==> src/core/ils_pkg.sv <==
package ils_pkg;
  localparam int REG_COUNT = 64;
  localparam int REG_W = 6;
  localparam logic [3:0] LAT_INT = 4'h2;
  localparam logic [3:0] LAT_MUL = 4'h5;
  localparam logic [3:0] LAT_LOAD = 4'h5;
  localparam logic [3:0] LAT_FSIMPLE = 4'h3;
  localparam logic [3:0] LAT_FCONV = 4'h5;
  localparam logic [3:0] LAT_FARITH = 4'h7;
  localparam logic [3:0] IVL_ONE = 4'h1;
  localparam logic [3:0] IVL_MUL2 = 4'h2;
  localparam logic [4:0] BUSY_NONE = 5'h00;

  typedef enum logic [4:0] {
    ILS_C_INT = 5'h00,
    ILS_C_BRANCH = 5'h01,
    ILS_C_HILO_MOVE = 5'h02,
    ILS_C_MUL2 = 5'h03,
    ILS_C_MUL1 = 5'h04,
    ILS_C_DIV2 = 5'h05,
    ILS_C_DIV1 = 5'h06,
    ILS_C_LOAD = 5'h07,
    ILS_C_STORE = 5'h08,
    ILS_C_LINKED = 5'h09,
    ILS_C_FSIMPLE = 5'h0A,
    ILS_C_FCONV = 5'h0B,
    ILS_C_FARITH = 5'h0C,
    ILS_C_FDIVSQRT = 5'h0D,
    ILS_C_FCTRL = 5'h0E
  } ils_class_t;

  typedef enum logic [2:0] {
    ILS_U_INT1 = 3'h0,
    ILS_U_INT2 = 3'h1,
    ILS_U_MEM = 3'h2,
    ILS_U_FLT1 = 3'h3,
    ILS_U_FLT2 = 3'h4,
    ILS_U_NONE = 3'h7
  } ils_unit_t;

  typedef struct packed {
    logic valid;
    ils_class_t cls;
    logic multimedia;
    logic [REG_W-1:0] srcA;
    logic [REG_W-1:0] srcB;
    logic [REG_W-1:0] dest;
    logic hasDest;
  } ils_req_t;

  typedef struct packed {
    logic valid;
    ils_unit_t unit;
    logic [3:0] latency;
  } ils_grant_t;

  typedef struct packed {
    logic robOldest;
    logic sysQueueEmpty;
    logic ctrlIdle;
  } ils_env_t;
endpackage

==> src/core/ils_unit_timer.sv <==
`timescale 1ns/1ps
module ils_unit_timer #(
  parameter int W = 4
) (
  input wire logic mclk,
  input wire logic arst_n,
  input wire logic load,
  input wire logic [W-1:0] interval,
  output logic free
);
  logic [W-1:0] count;
  logic [W-1:0] next_count;
  always_comb begin
    next_count = count;
    if (load) begin
      next_count = interval - W'(1);
    end else if (count != '0) begin
      next_count = count - W'(1);
    end
  end
  always_ff @(posedge mclk or negedge arst_n) begin
    if (!arst_n) begin
      count <= '0;
    end else begin
      count <= next_count;
    end
  end
  assign free = (count == '0);
endmodule

==> src/core/ils_scoreboard.sv <==
`timescale 1ns/1ps
module ils_scoreboard (
  input wire logic mclk,
  input wire logic arst_n,
  input ils_pkg::ils_req_t req,
  input ils_pkg::ils_env_t env,
  input wire logic intDivDone,
  input wire logic fltDivDone,
  input wire logic [ils_pkg::REG_W-1:0] varDoneReg,
  output ils_pkg::ils_grant_t grant,
  output logic stall
);
  import ils_pkg::*;

  typedef struct packed {
    logic [REG_COUNT-1:0][3:0] ready;
    logic [REG_COUNT-1:0] varPending;
    logic mul2Busy;
    logic intDivBusy;
    logic fltDivBusy;
    logic fltRoundRobin;
    logic intRoundRobin;
    ils_grant_t grant;
    logic stall;
  } ils_state_t;

  ils_state_t st;
  ils_state_t next_st;

  logic mul2Free;
  logic mul2Load;
  logic srcBusy;
  ils_unit_t pick;
  logic [3:0] lat;
  logic varOp;
  logic go;
  logic mm;
  logic srcAWait;
  logic srcBWait;

  ils_unit_timer #(.W(4)) mulTimer (
    .mclk(mclk),
    .arst_n(arst_n),
    .load(mul2Load),
    .interval(IVL_MUL2),
    .free(mul2Free)
  );

  // Unit choice and latency per class
  always_comb begin
    pick = ILS_U_NONE;
    lat = 4'h0;
    varOp = 1'b0;
    mm = req.multimedia;
    unique case (req.cls)
      ILS_C_INT, ILS_C_HILO_MOVE: begin
        pick = st.intRoundRobin ? ILS_U_INT2 : ILS_U_INT1;
        lat = LAT_INT;
      end
      ILS_C_BRANCH: begin
        pick = ILS_U_INT1;
        lat = LAT_INT;
      end
      ILS_C_MUL2: begin
        if (mul2Free && !st.intDivBusy) begin
          pick = ILS_U_INT2;
        end
        lat = LAT_MUL;
      end
      ILS_C_MUL1: begin
        if (!st.intDivBusy) begin
          pick = ILS_U_INT2;
        end
        lat = LAT_MUL;
      end
      ILS_C_DIV2, ILS_C_DIV1: begin
        if (!st.intDivBusy && mul2Free) begin
          pick = ILS_U_INT2;
        end
        varOp = 1'b1;
      end
      ILS_C_LOAD: begin
        pick = ILS_U_MEM;
        lat = LAT_LOAD;
      end
      ILS_C_STORE: begin
        pick = ILS_U_MEM;
      end
      ILS_C_LINKED: begin
        // Skips the memory interval, waits at queue head
        if (env.robOldest && env.sysQueueEmpty) begin
          pick = ILS_U_MEM;
        end
        lat = LAT_LOAD;
      end
      ILS_C_FSIMPLE: begin
        pick = ILS_U_FLT1;
        lat = LAT_FSIMPLE;
      end
      ILS_C_FCONV: begin
        pick = ILS_U_FLT1;
        lat = LAT_FCONV;
      end
      ILS_C_FARITH: begin
        // Unit two skipped while its divider is busy
        pick = (st.fltRoundRobin && !st.fltDivBusy) ? ILS_U_FLT2
                                                    : ILS_U_FLT1;
        lat = LAT_FARITH;
      end
      ILS_C_FDIVSQRT: begin
        if (!st.fltDivBusy) begin
          pick = ILS_U_FLT2;
        end
        varOp = 1'b1;
      end
      ILS_C_FCTRL: begin
        // Serialised on the memory port behind older work
        if (env.ctrlIdle && env.robOldest) begin
          pick = ILS_U_MEM;
        end
        lat = LAT_INT;
      end
      default: begin
        pick = ILS_U_NONE;
      end
    endcase
  end

  // Count starts at the latency; a consumer goes once it reads 2
  assign srcAWait = st.ready[req.srcA] > 4'h2 || st.varPending[req.srcA];
  assign srcBWait = st.ready[req.srcB] > 4'h2 || st.varPending[req.srcB];
  assign srcBusy = req.valid && (srcAWait || srcBWait);

  assign go = req.valid && !srcBusy && (pick != ILS_U_NONE);
  assign mul2Load = go && (req.cls == ILS_C_MUL2);

  // Countdown, busy flags and registered answer
  always_comb begin
    next_st = st;
    next_st.mul2Busy = !mul2Free;
    for (int i = 0; i < REG_COUNT; i++) begin
      if (st.ready[i] != 4'h0) begin
        next_st.ready[i] = st.ready[i] - 4'h1;
      end
    end
    // Done clears first so a same-cycle issue wins
    if (intDivDone) begin
      next_st.intDivBusy = 1'b0;
    end
    if (fltDivDone) begin
      next_st.fltDivBusy = 1'b0;
    end
    if (intDivDone || fltDivDone) begin
      next_st.varPending[varDoneReg] = 1'b0;
    end
    next_st.grant.valid = go;
    next_st.grant.unit = go ? pick : ILS_U_NONE;
    next_st.grant.latency = go ? lat : 4'h0;
    next_st.stall = req.valid && !go;

    if (go) begin
      if (pick == ILS_U_INT1 || pick == ILS_U_INT2) begin
        next_st.intRoundRobin = !st.intRoundRobin;
      end
      if (req.cls == ILS_C_FARITH) begin
        next_st.fltRoundRobin = !st.fltRoundRobin;
      end
      if (req.cls == ILS_C_DIV1 || req.cls == ILS_C_DIV2) begin
        next_st.intDivBusy = 1'b1;
      end
      if (req.cls == ILS_C_FDIVSQRT) begin
        next_st.fltDivBusy = 1'b1;
      end
      if (req.hasDest) begin
        if (varOp) begin
          next_st.varPending[req.dest] = 1'b1;
          next_st.ready[req.dest] = 4'h0;
        end else begin
          next_st.ready[req.dest] = lat;
          next_st.varPending[req.dest] = 1'b0;
        end
      end
    end
    if (mm) begin
      next_st.stall = next_st.stall;
    end
  end

  always_ff @(posedge mclk or negedge arst_n) begin
    if (!arst_n) begin
      // Idle answer shows no unit
      st <= '0;
      st.grant.unit <= ILS_U_NONE;
    end else begin
      st <= next_st;
    end
  end

  assign grant = st.grant;
  assign stall = st.stall;
endmodule

==> config.mk <==
export PLATFORM = sky130hd
export DESIGN_NAME = ils_scoreboard
export DESIGN_NICKNAME = d
export VERILOG_FILES = /design/src/core/ils_pkg.sv /design/src/core/ils_unit_timer.sv /design/src/core/ils_scoreboard.sv
export SDC_FILE = /design/constraint.sdc
export NUM_CORES = 1
export LEC_CHECK = 0
export ABC_AREA = 1
export BUFFER_PORTS_ARGS = -buffer_cell sky130_fd_sc_hd__buf_2
export CAP_MARGIN = 15
export CORE_ASPECT_RATIO = 1.75
export CORE_MARGIN = 2
export CORE_UTILIZATION = 40
export DETAILED_ROUTE_END_ITERATION = 6
export PLACE_DENSITY = 0.57
export REMOVE_ABC_BUFFERS = 1
export SYNTH_ARGS = -nofsm -noshare
export SYNTH_HDL_FRONTEND = slang
export SYNTH_SLANG_ARGS = --single-unit
==> constraint.sdc <==
create_clock -name mclk -period 5.2 [get_ports mclk]
set_input_delay 1.04 -clock mclk [delete_from_list [all_inputs] [get_ports mclk]]
set_output_delay 1.04 -clock mclk [all_outputs]
set_load 0.005 [all_outputs]
==> results by group <==
Clocking
  • Clk Latency, worst-skew pair: 0.57 ns
  • Htree depth: 2
  • Number of setup buffers added after CTS: 0
  • Clock transition at path regs: 0.06 ns
  • CTS tree: yes
  • Maximum clock path buffer count: 3
  • Hold Buf Count CTS: 0
  • CTS resizes: 0
  • # clock sinks: 336
  • CTS Buf Count: 38
  • Root buf cell: clkbuf_16

Routing
  • Wire per inst: 19.6 µm
  • ANT nets after route: 0
  • Via count: 29.8k
  • Drt drc: 0
  • Pre-antenna DRT Iters: 6
  • Average vias per placed instance: 5.55
  • Drt total wl: 105000 µm
  • DR iter-0 viols: 2181

Die
  • Die footprint: 75300 µm²
  • Die extent in x: 208 µm
  • Row cnt: 131
  • Initial core utilization: 40.2%
  • Die Ht: 362 µm
  • Ports: 48
  • Core area: 72600 µm²

Worst setup path
  • CP delay by family, top: simple AND/OR/NAND/NOR gates
  • Setup crit start: req[7]
  • Crit-path max FO: 83
  • CP Class: input port to register
  • Worst R2R End: st[256]
  • RR Startpoint: st[225]
  • Worst Path Buf+Inv: 4
  • Worst endpoint required time: 5.66 ns
  • Crit path launch type: input port
  • R2R setup slack: 1.81 ns
  • Crit path DAT: 4.44 ns
  • Cell Chain, Critical Path: buf_6 > inv_2 > buf_4 > nand2_1 > nand3_1 > nand3_1 > nand3_1 > nand2_1 > nor2_1 > nand3_1 > nand2_1 > nor2_1 > nor2_4 > nand2_8 > buf_12 > o21ai_1
  • Setup crit end kind: register
  • Most common cell on crit path: nand3_1
  • CP max-delay cell: buf_4
  • Worst stage delay on the critical path: 0.58 ns
  • R2r worst-path depth: 14

Layout
  • Layout area overhead: 7.64%
  • Post-layout instance area: 31500 µm²
  • Layout cells sized above 1: 4.09%
  • Final core occ: 43.3%
  • # nets final: 4526
  • Filler cells: 7698

GRT
  • Tot GR Track Use: 27.6%
  • First-pass GRT wire length: 162000 µm
  • Initial antenna violation count: 9
  • Vias in the first global route: 28.4k
  • Gr ovfl total: 0
  • Largest net degree at the start of global routing: 106

Worst hold path
  • WHS Path Cells: 2
  • Hold EP: st[10]
  • Worst Hold Launch: st[10]
  • Hold WC Path Type: register to register

STA
  • Slew @ Worst Pin: 1.18 ns
  • RSZ-0062 raised after global routing: false
  • Slew headroom: 21.1%
  • # setup viols final: 0
  • Final hold vios: 0
  • Min Tclk post-route: 3.98 ns
  • F_max: 251 MHz
  • Worst hold slack: 0.479 ns
  • Clk_skew: 0.0186 ns
  • Period utilization: 76.5%
  • Post-route setup TNS: 0 ns
  • Max Transition Viols Final: 0

Run status
  • Outcome: completed

Power
  • Leakage Power: 15.2 nW
  • Switching Share: 47.7%
  • Pwr Density: 579 nW/µm²
  • Peak supply drop: 262 µV
  • Combinational share of power: 58.1%
  • Internal power: 9.52 mW
  • Clk pwr share: 15.6%
  • Final Total Pwr: 18.2 mW
  • Switching Power: 8.70 mW
  • Reg power frac: 26.3%

Logic synthesis
  • Gate Count Post-Synth: 4517
  • Most common cell in the netlist: nand2_1
  • Seq/Total Area, Yosys: 28.8%
  • Async S/R FF share, synth: 100%
  • EDFF count, synth: 0
  • Synth top cells by count: 1125 x nand2_1, 485 x inv_1, 482 x o21ai_0
  • Post-synth top area share: 28.5%
  • Post-Syn Area per Cell: 6.47 µm²
  • Synth area leaders: dfrtp_1 29%, nand2_1 14%, o21ai_0 8.3%
  • Synth unique cells: 40
  • YS warnings: 0
  • Mapped Area: 29200 µm²
  • Largest area contributor in the netlist: dfrtp_1
  • Flops & latches, synth: 336
  • Most used DFF post-synth: dfrtp_1

Place
  • HPWL Detailed: 72200 µm
  • Placer Congestion: 0.916
  • IO buf count: 45
  • Total placed instance area: 30200 µm²

Job
  • Max-capacitance violation count: 0
-- worst register-to-register path, stage by stage (launching register included) --
cell     delay [ns]
dfrtp_1        0.39
inv_1          0.14
nand2_1        0.07
nand3_1        0.08
nand3_1        0.19
nand3_1        0.31
nand2_1        0.08
nor2_1         0.31
nand3_1        0.22
nand3_1        0.20
nand2_1        0.12
nor2_4         0.25
nand2_8        0.27
buf_12         0.31
o21ai_1        0.36
-- placed cells by master, fill, tap and decap left out, drive strengths merged --
cell,netlist,routed
nor4b,1,1
o211ai,80,80
o22ai,1,1
nor3b,1,1
mux2i,194,194
nand3b,2,2
buf,160,106
nand2,1126,1126
nor4,4,4
nand4,17,17
ha,66,66
clkinv,3,5
o2111ai,1,1
clkbuf,82,62
nand3,406,406
mux2,1,1
xnor2,3,3
a41oi,2,2
o21a,1,1
a31oi,30,30
inv,489,490
nor3,51,51
o21bai,1,1
o21ai,811,811
conb,1,1
a21oi,242,242
bufinv,0,1
nor2,282,282
diode,0,5
dfrtp,333,333
xor2,110,110
dfstp,3,3
a21boi,10,10
or2,3,3
-- stage by stage --
stage,cells,setup WS [ns]
after floorplan,4275,-3.53
after global placement,5312,0.772
after detailed placement,5312,0.741
after CTS,5378,1.32
after global routing,5380,1.11
final,5383,1.22
-- registers in the layout, summed over array words and instances, names as in the netlist --
register / cells
st: 324
mulTimer.count: 4
grant: 7
stall: 1
-- layer usage --
metal	track usage (%)	routed length, µm	vias up
li1	-	-	14900
met1	29.6	39200	13800
met2	50.3	52800	868
met3	3.40	5550	308
met4	18.6	7740	8
met5	0	50	-
-- power by group through the flow --
| stage | registers (mW) | logic [mW] | clock network, mW |
|---|---|---|---|
| 4_1_cts | 4.77 | 10.6 | 2.91 |
| 5_1_grt | 4.92 | 12.4 | 2.98 |
| 6_report | 4.78 | 10.6 | 2.84 |
| 2_1_floorplan | 4.58 | 8.50 | 0 |
| 3_3_place_gp | 4.80 | 10.2 | 0 |
| 3_5_place_dp | 4.80 | 10.5 | 0 |
-- area by class of cell --
class	count	area (µm²)	share of cell area [%]
Multi-Input combinational cell	3447	17800	56.6
Sequential cell	336	8410	26.7
Inverter	492	1850	5.90
Clock buffer	62	1190	3.80
Tap cell	931	1160	3.70
Timing Repair Buffer	106	976	3.10
Clock inverter	4	45.0	0.143
Antenna cell	5	12.5	0.0398
-- cell families after synthesis --
family | synth area share [%]
flip-flops | 28.8
buffers and inverters | 10.5
adder cells (fa/ha/maj) | 2.83
XOR/XNOR | 3.39
other | 0.0128
AO/OA/AOI/OAI | 21.2
multiplexers | 6.68
AND/OR/NAND/NOR | 26.6
-- how the worst max path moves through the flow --
stage,end,slack [ns],cells past startpoint
after floorplan,st[101],-3.53,3
after global placement,st[256],0.77,16
after detailed placement,st[11],0.74,18
after CTS,st[256],1.32,16
after global routing,st[256],1.11,16
final,st[256],1.22,16
No activity file was read; power rests on OpenSTA's default activity.
